==> src/design/cmi_pkg.sv <==
// Constants, encodings and types of the macrocell, I/O and programming block
package cmi_pkg;
    localparam int NUM_CELLS = 16;
    localparam int NUM_PINS = 8;
    localparam int NUM_PT = 64;
    localparam int PT_PER_CL = 4;
    localparam int CL_SPAN = 4;
    localparam int CFG_BITS = 12;
    localparam int PAT_BITS = NUM_CELLS * CFG_BITS;
    localparam int IR_BITS = 4;
    localparam int PASS_BITS = 16;
    localparam logic [7:0] ADDR_CTRL = 8'h00;
    localparam logic [7:0] ADDR_STATUS = 8'h04;
    localparam logic [7:0] ADDR_FBK = 8'h08;
    localparam logic [7:0] ADDR_CFG = 8'h40;
    localparam int CTRL_HIZ = 0;
    localparam logic CTRL_HIZ_RESET = 1'h0;
    localparam int ST_PROG = 0;
    localparam int ST_SECURE = 1;
    localparam int ST_TAP = 4;
    localparam int ST_IR = 8;
    localparam logic [3:0] IR_CAPTURE = 4'h1;
    localparam logic [3:0] INS_ENTER = 4'h2;
    localparam logic [3:0] INS_EXIT = 4'h3;
    localparam logic [3:0] INS_ERASE = 4'h4;
    localparam logic [3:0] INS_LOAD = 4'h5;
    localparam logic [3:0] INS_PROGRAM = 4'h6;
    localparam logic [3:0] INS_VERIFY = 4'h7;
    localparam logic [3:0] INS_SECURE = 4'h8;
    localparam logic [3:0] INS_BYPASS = 4'hf;
    localparam logic [1:0] RESP_OKAY = 2'h0;
    localparam logic [1:0] RESP_SLVERR = 2'h2;

    typedef enum logic [1:0] {
        CM_COMB = 2'b00,
        CM_REG = 2'b01,
        CM_LATCH = 2'b10,
        CM_INPUT = 2'b11
    } cmi_mode_e;

    typedef enum logic [1:0] {
        OE_OFF = 2'b00,
        OE_ON = 2'b01,
        OE_PT = 2'b10,
        OE_RSV = 2'b11
    } cmi_oe_e;

    typedef struct packed {
        logic [3:0] clusterEn;
        logic oeSel;
        cmi_oe_e oeMode;
        logic clkSel;
        logic invert;
        logic tType;
        cmi_mode_e mode;
    } cmi_cell_s;

    typedef enum logic [3:0] {
        TAP_RESET = 4'b0000, TAP_IDLE = 4'b0001, SEL_DR = 4'b0010, CAP_DR = 4'b0011,
        SH_DR = 4'b0100, EX1_DR = 4'b0101, PA_DR = 4'b0110, EX2_DR = 4'b0111,
        UP_DR = 4'b1000, SEL_IR = 4'b1001, CAP_IR = 4'b1010, SH_IR = 4'b1011,
        EX1_IR = 4'b1100, PA_IR = 4'b1101, EX2_IR = 4'b1110, UP_IR = 4'b1111
    } cmi_tap_e;
endpackage

==> src/design/cmi_logic_block.sv <==
// One logic block: macrocells, I/O cells, test port programming and register slave
`timescale 1ns/10ps
`default_nettype none
module cmi_logic_block
    import cmi_pkg::*;
#(
    parameter int ADDR_W = 8,
    parameter logic [PASS_BITS-1:0] PASSWORD = 16'h5a3c
) (
    input wire logic clk_sys, // System clock
    input wire logic rst_n, // Synchronous reset
    input wire logic [ADDR_W-1:0] s_axi_awaddr, // Write address
    input wire logic s_axi_awvalid, // Write address valid
    output logic s_axi_awready, // Write address ready
    input wire logic [31:0] s_axi_wdata, // Write data
    input wire logic [3:0] s_axi_wstrb, // Write strobes
    input wire logic s_axi_wvalid, // Write data valid
    output logic s_axi_wready, // Write data ready
    output logic [1:0] s_axi_bresp, // Write response
    output logic s_axi_bvalid, // Write response valid
    input wire logic s_axi_bready, // Write response ready
    input wire logic [ADDR_W-1:0] s_axi_araddr, // Read address
    input wire logic s_axi_arvalid, // Read address valid
    output logic s_axi_arready, // Read address ready
    output logic [31:0] s_axi_rdata, // Read data
    output logic [1:0] s_axi_rresp, // Read response
    output logic s_axi_rvalid, // Read data valid
    input wire logic s_axi_rready, // Read data ready
    input wire logic [NUM_PT-1:0] prodTerm, // Logic product terms
    input wire logic resetTerm, // Shared reset term
    input wire logic presetTerm, // Shared preset term
    input wire logic [1:0] oeTerm, // Shared enable terms
    input wire logic [1:0] clkPin, // Clock or gate pins
    input wire logic [NUM_PINS-1:0] ioIn, // I/O pin levels
    output logic [NUM_PINS-1:0] ioOut, // I/O pin drive value
    output logic [NUM_PINS-1:0] ioOe, // I/O pin drive enable
    output logic [NUM_CELLS-1:0] feedback, // Cell results to routing
    output logic [1:0] clkData, // Clock pins as data
    input wire logic tck, // Test clock
    input wire logic tms, // Test mode select
    input wire logic tdi, // Test data in
    output logic tdo, // Test data out
    output logic tdoOe // Test data out enable
);
    if (ADDR_W < 8) begin : g_chk
        $error("ADDR_W must be at least 8");
    end

    // ************************************************
    // Pin synchronisers
    // ************************************************
    logic [1:0] clkMeta, clkSync, clkPrev;
    logic [NUM_PINS-1:0] pinMeta, pinSync;
    logic [2:0] jtMeta, jtSync;
    logic tckPrev;
    logic [1:0] clkRise;
    logic tckRise, tckFall, tmsS, tdiS;

    always_ff @(posedge clk_sys) begin
        if (!rst_n) begin
            clkMeta <= 2'h0;
            clkSync <= 2'h0;
            clkPrev <= 2'h0;
            pinMeta <= '0;
            pinSync <= '0;
            jtMeta <= 3'h0;
            jtSync <= 3'h0;
            tckPrev <= 1'b0;
        end else begin
            clkMeta <= clkPin;
            clkSync <= clkMeta;
            clkPrev <= clkSync;
            pinMeta <= ioIn;
            pinSync <= pinMeta;
            jtMeta <= {tck, tms, tdi};
            jtSync <= jtMeta;
            tckPrev <= jtSync[2];
        end
    end

    assign clkRise = clkSync & ~clkPrev;
    assign tckRise = jtSync[2] & ~tckPrev;
    assign tckFall = ~jtSync[2] & tckPrev;
    assign tmsS = jtSync[1];
    assign tdiS = jtSync[0];

    // ************************************************
    // Test access port
    // ************************************************
    cmi_tap_e tap, next_tap;
    logic [IR_BITS-1:0] ir, irShift;
    logic bypassBit;
    logic [PAT_BITS-1:0] patShift, cfgFlat;
    logic [PASS_BITS-1:0] passShift;
    logic progMode, secure, forceHiZ;
    logic fire, doErase, doProgram, doSecure;
    logic drIsPat, drIsPass;
    cmi_cell_s cfg [NUM_CELLS];

    always_comb begin
        case (tap)
            TAP_RESET: next_tap = tmsS ? TAP_RESET : TAP_IDLE;
            TAP_IDLE: next_tap = tmsS ? SEL_DR : TAP_IDLE;
            SEL_DR: next_tap = tmsS ? SEL_IR : CAP_DR;
            CAP_DR: next_tap = tmsS ? EX1_DR : SH_DR;
            SH_DR: next_tap = tmsS ? EX1_DR : SH_DR;
            EX1_DR: next_tap = tmsS ? UP_DR : PA_DR;
            PA_DR: next_tap = tmsS ? EX2_DR : PA_DR;
            EX2_DR: next_tap = tmsS ? UP_DR : SH_DR;
            UP_DR: next_tap = tmsS ? SEL_DR : TAP_IDLE;
            SEL_IR: next_tap = tmsS ? TAP_RESET : CAP_IR;
            CAP_IR: next_tap = tmsS ? EX1_IR : SH_IR;
            SH_IR: next_tap = tmsS ? EX1_IR : SH_IR;
            EX1_IR: next_tap = tmsS ? UP_IR : PA_IR;
            PA_IR: next_tap = tmsS ? EX2_IR : PA_IR;
            EX2_IR: next_tap = tmsS ? UP_IR : SH_IR;
            UP_IR: next_tap = tmsS ? SEL_DR : TAP_IDLE;
            default: next_tap = TAP_RESET;
        endcase
    end

    always_ff @(posedge clk_sys) begin
        if (!rst_n) begin
            tap <= TAP_RESET;
        end else if (tckRise) begin
            tap <= next_tap;
        end
    end

    always_ff @(posedge clk_sys) begin
        if (!rst_n) begin
            ir <= INS_BYPASS;
            irShift <= IR_CAPTURE;
        end else if (tckRise) begin
            if (tap == TAP_RESET) begin
                ir <= INS_BYPASS;
            end else if (tap == CAP_IR) begin
                irShift <= IR_CAPTURE;
            end else if (tap == SH_IR) begin
                irShift <= {tdiS, irShift[IR_BITS-1:1]};
            end else if (tap == UP_IR) begin
                ir <= irShift;
            end
        end
    end

    assign drIsPat = (ir == INS_LOAD) || (ir == INS_VERIFY);
    assign drIsPass = (ir == INS_ENTER);

    // one-bit bypass path; all codes but LOAD, VERIFY and ENTER act the same
    always_ff @(posedge clk_sys) begin
        if (!rst_n) begin
            bypassBit <= 1'b0;
            patShift <= '0;
            passShift <= '0;
        end else if (tckRise) begin
            if (tap == CAP_DR) begin
                bypassBit <= 1'b0;
                if (ir == INS_VERIFY) begin
                    patShift <= secure ? '0 : cfgFlat;
                end
            end else if (tap == SH_DR) begin
                if (drIsPat) begin
                    patShift <= {tdiS, patShift[PAT_BITS-1:1]};
                end else if (drIsPass) begin
                    passShift <= {tdiS, passShift[PASS_BITS-1:1]};
                end else begin
                    bypassBit <= tdiS;
                end
            end
        end
    end

    // Output changes on the falling edge so the next device samples a stable bit
    always_ff @(posedge clk_sys) begin
        if (!rst_n) begin
            tdo <= 1'b0;
            tdoOe <= 1'b0;
        end else if (tckFall) begin
            tdoOe <= (tap == SH_IR) || (tap == SH_DR);
            if (tap == SH_IR) begin
                tdo <= irShift[0];
            end else if (drIsPat) begin
                tdo <= patShift[0];
            end else if (drIsPass) begin
                tdo <= passShift[0];
            end else begin
                tdo <= bypassBit;
            end
        end
    end

    // ************************************************
    // Programming control
    // ************************************************
    // actions need protected mode and the matching instruction
    assign fire = tckRise && (tap == TAP_IDLE) && progMode;
    assign doErase = fire && (ir == INS_ERASE);
    assign doProgram = fire && (ir == INS_PROGRAM) && !secure;
    assign doSecure = fire && (ir == INS_SECURE);

    always_ff @(posedge clk_sys) begin
        if (!rst_n) begin
            progMode <= 1'b0;
        end else if (tckRise) begin
            if (tap == TAP_RESET) begin
                progMode <= 1'b0;
            end else if (tap == UP_DR && drIsPass && passShift == PASSWORD) begin
                progMode <= 1'b1;
            end else if (tap == UP_IR && irShift == INS_EXIT) begin
                progMode <= 1'b0;
            end
        end
    end

    // security bit; only a bulk erase or reset clears it
    always_ff @(posedge clk_sys) begin
        if (!rst_n) begin
            secure <= 1'b0;
        end else if (doErase) begin
            secure <= 1'b0;
        end else if (doSecure) begin
            secure <= 1'b1;
        end
    end

    for (genvar n = 0; n < NUM_CELLS; n++) begin : g_cfg
        assign cfgFlat[n*CFG_BITS +: CFG_BITS] = cfg[n];
        always_ff @(posedge clk_sys) begin
            if (!rst_n || doErase) begin
                cfg[n] <= '0;
            end else if (doProgram) begin
                cfg[n] <= patShift[n*CFG_BITS +: CFG_BITS];
            end
        end
    end

    // ************************************************
    // Macrocells
    // ************************************************
    logic [NUM_CELLS-1:0] sum, q, result;

    for (genvar n = 0; n < NUM_CELLS; n++) begin : g_cell
        localparam bit BURIED = (n % 2) == 1;
        logic [CL_SPAN-1:0] avail;
        logic clkR, gate, pinD, useSum;
        // four clusters of four terms, clipped at the ends
        for (genvar j = 0; j < CL_SPAN; j++) begin : g_cl
            localparam int C = n - 1 + j;
            if (C >= 0 && C < NUM_CELLS) begin : g_in
                assign avail[j] = |prodTerm[C*PT_PER_CL +: PT_PER_CL];
            end else begin : g_out
                assign avail[j] = 1'b0;
            end
        end
        assign sum[n] = |(avail & cfg[n].clusterEn);
        assign clkR = clkRise[cfg[n].clkSel];
        assign gate = clkSync[cfg[n].clkSel];
        assign pinD = BURIED ? pinSync[n/2] : 1'b0;
        // shared terms first; reset beats preset
        always_ff @(posedge clk_sys) begin
            if (!rst_n || resetTerm) begin
                q[n] <= 1'b0;
            end else if (presetTerm) begin
                q[n] <= 1'b1;
            end else begin
                case (cfg[n].mode)
                    // D or T on the rising edge
                    CM_REG: begin
                        if (clkR) begin
                            q[n] <= cfg[n].tType ? (q[n] ^ sum[n]) : sum[n];
                        end
                    end
                    CM_LATCH: begin
                        if (!gate) begin
                            q[n] <= sum[n];
                        end
                    end
                    CM_INPUT: begin
                        if (BURIED && (cfg[n].tType ? !gate : clkR)) begin
                            q[n] <= pinD;
                        end
                    end
                    default: q[n] <= q[n];
                endcase
            end
        end
        // Input mode on an output cell has no pin path, so it stays combinational
        assign useSum = (cfg[n].mode == CM_COMB) || (cfg[n].mode == CM_INPUT && !BURIED);
        assign result[n] = (useSum ? sum[n] : q[n]) ^ cfg[n].invert;
    end

    // every result feeds back; only even cells reach pins
    always_ff @(posedge clk_sys) begin
        if (!rst_n) begin
            feedback <= '0;
            clkData <= 2'h0;
        end else begin
            feedback <= result;
            clkData <= clkSync;
        end
    end

    // ************************************************
    // I/O cells
    // ************************************************
    for (genvar k = 0; k < NUM_PINS; k++) begin : g_io
        cmi_cell_s oc;
        logic en;
        assign oc = cfg[2*k];
        // driver choice with shared enable terms
        always_comb begin
            case (oc.oeMode)
                OE_ON: en = 1'b1;
                OE_PT: en = oeTerm[oc.oeSel];
                default: en = 1'b0;
            endcase
        end
        // output cell drives its pin, never during programming
        always_ff @(posedge clk_sys) begin
            if (!rst_n) begin
                ioOut[k] <= 1'b0;
                ioOe[k] <= 1'b0;
            end else begin
                ioOut[k] <= result[2*k];
                ioOe[k] <= en && !progMode && !forceHiZ;
            end
        end
    end

    // ************************************************
    // Register slave
    // ************************************************
    logic awHeld, wHeld;
    logic [7:0] awAddr;
    logic [31:0] wData;
    logic [3:0] wStrb;
    logic [31:0] rdMux;
    logic rdOk;
    logic [7:0] rAddr;

    assign s_axi_awready = !awHeld;
    assign s_axi_wready = !wHeld;
    assign s_axi_arready = !s_axi_rvalid;
    assign rAddr = s_axi_araddr[7:0];

    always_ff @(posedge clk_sys) begin
        if (!rst_n) begin
            awHeld <= 1'b0;
            wHeld <= 1'b0;
            awAddr <= 8'h00;
            wData <= 32'h0;
            wStrb <= 4'h0;
            s_axi_bvalid <= 1'b0;
            s_axi_bresp <= RESP_OKAY;
            forceHiZ <= CTRL_HIZ_RESET;
        end else begin
            if (s_axi_awvalid && !awHeld) begin
                awHeld <= 1'b1;
                awAddr <= s_axi_awaddr[7:0];
            end
            if (s_axi_wvalid && !wHeld) begin
                wHeld <= 1'b1;
                wData <= s_axi_wdata;
                wStrb <= s_axi_wstrb;
            end
            if (awHeld && wHeld && !s_axi_bvalid) begin
                awHeld <= 1'b0;
                wHeld <= 1'b0;
                s_axi_bvalid <= 1'b1;
                s_axi_bresp <= RESP_OKAY;
                if (awAddr == ADDR_CTRL) begin
                    if (wStrb[0]) begin
                        forceHiZ <= wData[CTRL_HIZ];
                    end
                end else if (awAddr != ADDR_STATUS && awAddr != ADDR_FBK && awAddr[7:6] != 2'b01) begin
                    s_axi_bresp <= RESP_SLVERR;
                end
            end else if (s_axi_bready) begin
                s_axi_bvalid <= 1'b0;
            end
        end
    end

    always_comb begin
        rdMux = 32'h0;
        rdOk = 1'b1;
        if (rAddr == ADDR_CTRL) begin
            rdMux[CTRL_HIZ] = forceHiZ;
        end else if (rAddr == ADDR_STATUS) begin
            rdMux[ST_PROG] = progMode;
            rdMux[ST_SECURE] = secure;
            rdMux[ST_TAP +: 4] = tap;
            rdMux[ST_IR +: IR_BITS] = ir;
        end else if (rAddr == ADDR_FBK) begin
            rdMux[NUM_CELLS-1:0] = feedback;
        end else if (rAddr[7:6] == ADDR_CFG[7:6] && rAddr[1:0] == 2'h0) begin
            rdMux[CFG_BITS-1:0] = cfg[rAddr[5:2]];
        end else begin
            rdOk = 1'b0;
        end
    end

    always_ff @(posedge clk_sys) begin
        if (!rst_n) begin
            s_axi_rvalid <= 1'b0;
            s_axi_rdata <= 32'h0;
            s_axi_rresp <= RESP_OKAY;
        end else if (s_axi_arvalid && !s_axi_rvalid) begin
            s_axi_rvalid <= 1'b1;
            s_axi_rdata <= rdMux;
            s_axi_rresp <= rdOk ? RESP_OKAY : RESP_SLVERR;
        end else if (s_axi_rready) begin
            s_axi_rvalid <= 1'b0;
        end
    end
endmodule
`default_nettype wire

==> config.mk <==
export PLATFORM = sky130hd
export DESIGN_NAME = cmi_logic_block
export DESIGN_NICKNAME = d
export VERILOG_FILES = /design/src/design/cmi_pkg.sv /design/src/design/cmi_logic_block.sv
export SDC_FILE = /design/constraint.sdc
export NUM_CORES = 1
export LEC_CHECK = 0
export ABC_AREA = 1
export BUFFER_PORTS_ARGS = -buffer_cell sky130_fd_sc_hd__buf_2
export CORE_MARGIN = 5
export CORE_UTILIZATION = 38
export CTS_CLUSTER_SIZE = 10
export DETAILED_ROUTE_END_ITERATION = 6
export GPL_ROUTABILITY_DRIVEN = 1
export GPL_TIMING_DRIVEN = 0
export SYNTH_ARGS = -nofsm -noshare
export SYNTH_HDL_FRONTEND = slang
export SYNTH_SLANG_ARGS = --single-unit
==> constraint.sdc <==
create_clock -name clk_sys -period 25.4 [get_ports clk_sys]
set_clock_uncertainty 0.2 [all_clocks]
set_input_delay 2.54 -clock clk_sys [delete_from_list [all_inputs] [get_ports clk_sys]]
set_output_delay 2.54 -clock clk_sys [all_outputs]
set_load 0.05 [all_outputs]
==> flow_summary.json <==
{
  "outcome": "complete, no violations",
  "clock.fmax_mhz": 202.5,
  "crit_arrival_ns": 5.32,
  "grt_setup_unrepaired": "no",
  "routed_wl_um": 97680,
  "worst_reg2reg_path_length_in_cells": 8,
  "worst_ep_required_time_ns": 25.78,
  "endpoint": "q[7]",
  "setup_viol": 0,
  "port-buffer-count": 159,
  "power.static_leakage_nw": 11.89,
  "synth-adder-area-share_pct": 2.313,
  "gr-usage-all-layers_pct": 25.53,
  "number_of_standard_cell_rows_in_the_floorplan": 95,
  "netSwitchingFraction_pct": 26.00,
  "pwr-share-clk_pct": 44.0,
  "cts_max_path_buffers": 3,
  "cts_hold_repair.buffers": 0,
  "cts.repair.resized": 0,
  "timing_max_transition_violations_final": 0,
  "vdd.ir_drop.worst_mv": 0.05228,
  "max-cap-violations": 0,
  "finalWorstSetupSlack_ns": 20.46,
  "finalSetupTns_ns": 0,
  "cts_tree": "done",
  "first_global_vias": 23120,
  "final_layout_size_suffix_gt1_share_pct": 10.14,
  "synth-compound-area-share_pct": 20.34,
  "post_cts.repair.setup_buffers": 0,
  "intPower_w": 0.001402,
  "combPwrFrac_pct": 8.6,
  "setup.worst_path.start_class": "input port",
  "hold_path_class": "reg -> reg",
  "p_switching_w": 0.0004926,
  "floorplan.io_pins": 217,
  "worst_r2r_startpoint": "secure",
  "crit_path_max_incr_delay_ns": 0.99,
  "worst_setup_sp": "rst_n",
  "drt_pre_antenna_iters": 6,
  "crit-reg2reg-capture": "cfg[5][7]",
  "main_combinational_cell_family_by_area_after_synthesis": "compound AO/OA/AOI/OAI gates",
  "relSlewSlack_pct": 8.887,
  "yosysSeqAreaShare_pct": 47.41,
  "cts.sink_count": 519,
  "placement.setup.worst_slack_ns": 19.98,
  "largest_net_degree_at_the_start_of_global_routing": 28,
  "clkSlewWorstSetupHoldPaths_ns": 0.05,
  "hold_vio_cnt_final": 0,
  "syn_avg_cell_area_sq_um": 7.476,
  "die_area_sq_mm": 0.07367,
  "dp_cells": 4530,
  "crit_path_top_delay_cell": "sky130_fd_sc_hd__nor2_1",
  "syn_to_final_growth_pct": 15.23,
  "clock-root-buffer": "sky130_fd_sc_hd__clkbuf_16",
  "synth_top_area_share_pct": 25.21,
  "ys_warn_count": 0,
  "number_of_antenna_violations_at_the_first_check_in_global_routing": 9,
  "core-area_sq_mm": 0.06751,
  "synthTopCellsByArea": "sky130_fd_sc_hd__dfxtp_1 25%, sky130_fd_sc_hd__edfxtp_1 22%, sky130_fd_sc_hd__o21ai_0 8.4%",
  "netlist_instances": 3474,
  "pwr_density_cell_mw_per_mm2": 63.31,
  "place_hpwl_um": 70910,
  "die-height_um": 271.4,
  "synth.cell_area_sq_mm": 0.02597,
  "yosysUniqueCellTypes": 40,
  "synth_seq_cells": 519,
  "synthDominantAreaCellType": "sky130_fd_sc_hd__dfxtp_1",
  "endpoint_kind": "flip-flop",
  "start_util_pct": 38.47,
  "path_class": "in -> reg",
  "r2r_setup_slack_ns": 21.68,
  "worst_pin_slew_ns": 1.367,
  "drt-initial-drc-count": 2906,
  "routed-via-count": 24960,
  "routed_via_density": 5.373,
  "worst-path-max-fanout": 10,
  "ant_nets": 0,
  "final_nets": 3908,
  "muxShareOfSynthArea_pct": 0,
  "cts_max_level": 2,
  "share_seq_of_total_power_pct": 47.4,
  "remaining_routing_drc_violations": 0,
  "synthSimpleGateAreaFrac_pct": 18.54,
  "wire_length_of_the_first_global_routing_pass_um": 143900,
  "critical_path.n_buffers_inverters": 3,
  "wl_per_cell_um": 21.03,
  "globalRouteOverflowTotal": 0,
  "min_period_over_period_pct": 19.44,
  "timing.critical_path.cells": "clkbuf_1 > inv_2 > nor2_1 > inv_1 > a31oi_1 > o21a_1",
  "critPathTopFamily": "buffers and inverters",
  "die_w_um": 271.4,
  "tritoncts.num_buffers": 61,
  "yosys.area_share.xor_xnor_pct": 0.3035,
  "final-instance-count-excl-fill": 4645,
  "finalCriticalPeriod_ns": 4.938,
  "timing.critical_path.depth": 6,
  "clock_insertion_delay_worst_skew_ns": 0.64,
  "gpl.final_weighted_congestion": 0.9554
}
## how the worst min path moves through the flow
stage / slack [ns] / cells past startpoint / from / endpoint
3_3_place_gp: 0.19 / 2 / clkMeta[0] / clkSync[0]
3_5_place_dp: 0.19 / 2 / pinMeta[1] / pinSync[1]
6_report: 0.21 / 2 / pinMeta[1] / pinSync[1]
5_1_grt: 0.23 / 2 / clkMeta[1] / clkSync[1]
2_1_floorplan: 0.19 / 2 / clkMeta[0] / clkSync[0]
4_1_cts: 0.21 / 2 / pinMeta[1] / pinSync[1]
## placed cells by master (no fill, tap or decap), types with 3 or more instances in the layout
cell	Yosys	layout
sky130_fd_sc_hd__edfxtp_1	192	192
sky130_fd_sc_hd__nor3_1	27	27
sky130_fd_sc_hd__nand4_1	5	5
sky130_fd_sc_hd__buf_6	18	18
sky130_fd_sc_hd__or2_2	4	4
sky130_fd_sc_hd__conb_1	1	18
sky130_fd_sc_hd__o21ai_0	438	437
sky130_fd_sc_hd__nor4_1	8	8
sky130_fd_sc_hd__clkbuf_1	111	145
sky130_fd_sc_hd__dfxtp_1	327	327
sky130_fd_sc_hd__xor2_1	5	5
sky130_fd_sc_hd__nand3_1	145	145
sky130_fd_sc_hd__buf_12	0	7
sky130_fd_sc_hd__diode_2	0	3
sky130_fd_sc_hd__xnor2_1	4	4
sky130_fd_sc_hd__inv_1	427	427
sky130_fd_sc_hd__and2_1	3	3
sky130_fd_sc_hd__o21ai_1	183	183
sky130_fd_sc_hd__nor2_1	433	433
sky130_fd_sc_hd__nand2_1	565	565
sky130_fd_sc_hd__a21oi_1	300	300
sky130_fd_sc_hd__ha_1	48	48
sky130_fd_sc_hd__o21a_1	4	4
sky130_fd_sc_hd__clkinv_2	0	3
sky130_fd_sc_hd__buf_2	70	230
sky130_fd_sc_hd__o22ai_1	3	3
sky130_fd_sc_hd__inv_2	8	8
sky130_fd_sc_hd__clkbuf_8	0	8
sky130_fd_sc_hd__clkbuf_16	0	61
sky130_fd_sc_hd__buf_1	9	8
sky130_fd_sc_hd__a31oi_1	66	66
sky130_fd_sc_hd__buf_4	29	29
sky130_fd_sc_hd__o211ai_1	23	23
## registers in the layout, indices dropped and copies added, names as in the netlist, 3 cells and up
name         count
cfg            192
patShift       192
feedback        16
passShift       16
q               16
s_axi_rdata     16
awAddr           8
ioOe             8
pinMeta          8
pinSync          8
irShift          4
ir               4
tap              4
jtMeta           3
jtSync           3
## power by group through the flow
| stage | registers [W] | logic, W | clock network [W] |
|---|---|---|---|
| global route | 0.000900 | 0.000174 | 0.000878 |
| finish | 0.000898 | 0.000162 | 0.000834 |
| CTS | 0.000898 | 0.000159 | 0.000846 |
| global placement | 0.000929 | 0.000155 | 0 |
| floorplan | 0.000926 | 0.0000877 | 0 |
| detailed placement | 0.000915 | 0.000158 | 0 |
## worst reg2reg max path: stages (launching register included)
cell,delay [ns]
sky130_fd_sc_hd__dfxtp_1,0.30
sky130_fd_sc_hd__clkbuf_1,0.31
sky130_fd_sc_hd__buf_2,0.39
sky130_fd_sc_hd__inv_2,0.36
sky130_fd_sc_hd__nand4_1,0.23
sky130_fd_sc_hd__o21ai_4,0.82
sky130_fd_sc_hd__buf_12,0.31
sky130_fd_sc_hd__buf_12,0.24
sky130_fd_sc_hd__buf_12,0.23
## through the flow
| stage | instance area (sq um) | power (W) | utilization, % | hold WS [ns] |
|---|---|---|---|---|
| after floorplan | 26030 | 0.001014 | - | 0.1905 |
| after global placement | 27920 | 0.001084 | 41.36 | 0.1928 |
| after detailed placement | 28080 | 0.001074 | 41.59 | 0.1947 |
| after CTS | 29920 | 0.001902 | 44.31 | 0.2074 |
| after global routing | 29920 | 0.001952 | 44.32 | 0.2324 |
| final | 29930 | 0.001895 | 44.33 | 0.2068 |
## routing by layer
metal	wire [um]	share of wire [%]	global-route usage (%)	vias to the layer above
li1	-	-	-	11920
met1	41980	43	35.90	11670
met2	41400	42	38.75	1168
met3	10380	11	5.793	200
met4	3797	3.9	8.864	6
met5	114	0.12	0.8553	-
## final cells by class
type | count | area [sq um]
antenna | 3 | 7.507
buffer | 238 | 1240
clock buffer | 105 | 1772
clock inverter | 7 | 70.07
fill | 6982 | 37590
inverter | 437 | 1640
multi-input combinational | 2297 | 10860
sequential | 519 | 12310
tap | 873 | 1092
timing repair buffer | 166 | 935.9
## synth_stat cells (all sizes together)
library cell  number
a21boi             1
dfxtp            327
o21ai            621
clkbuf           111
nor2             437
nand4              5
a211oi             1
a21oi            300
o211ai            23
conb               1
buf              127
a31oi             66
xnor2              4
nor3b              2
edfxtp           192
o21a               4
nand3            145
or2                4
o2111ai            1
inv              435
nand2            566
nor3              27
xor2               5
o22ai              3
o21bai             2
clkinv             2
and2               3
ha                48
nand3b             2
nor4               9
## logic make-up after synthesis
family / Yosys count
AND/OR/NAND/NOR: 1200
buffers and inverters: 675
AO/OA/AOI/OAI: 1022
adder cells (fa/ha/maj): 48
XOR/XNOR: 9
other: 1
flip-flops: 519
(Power assumes the default switching activity.)
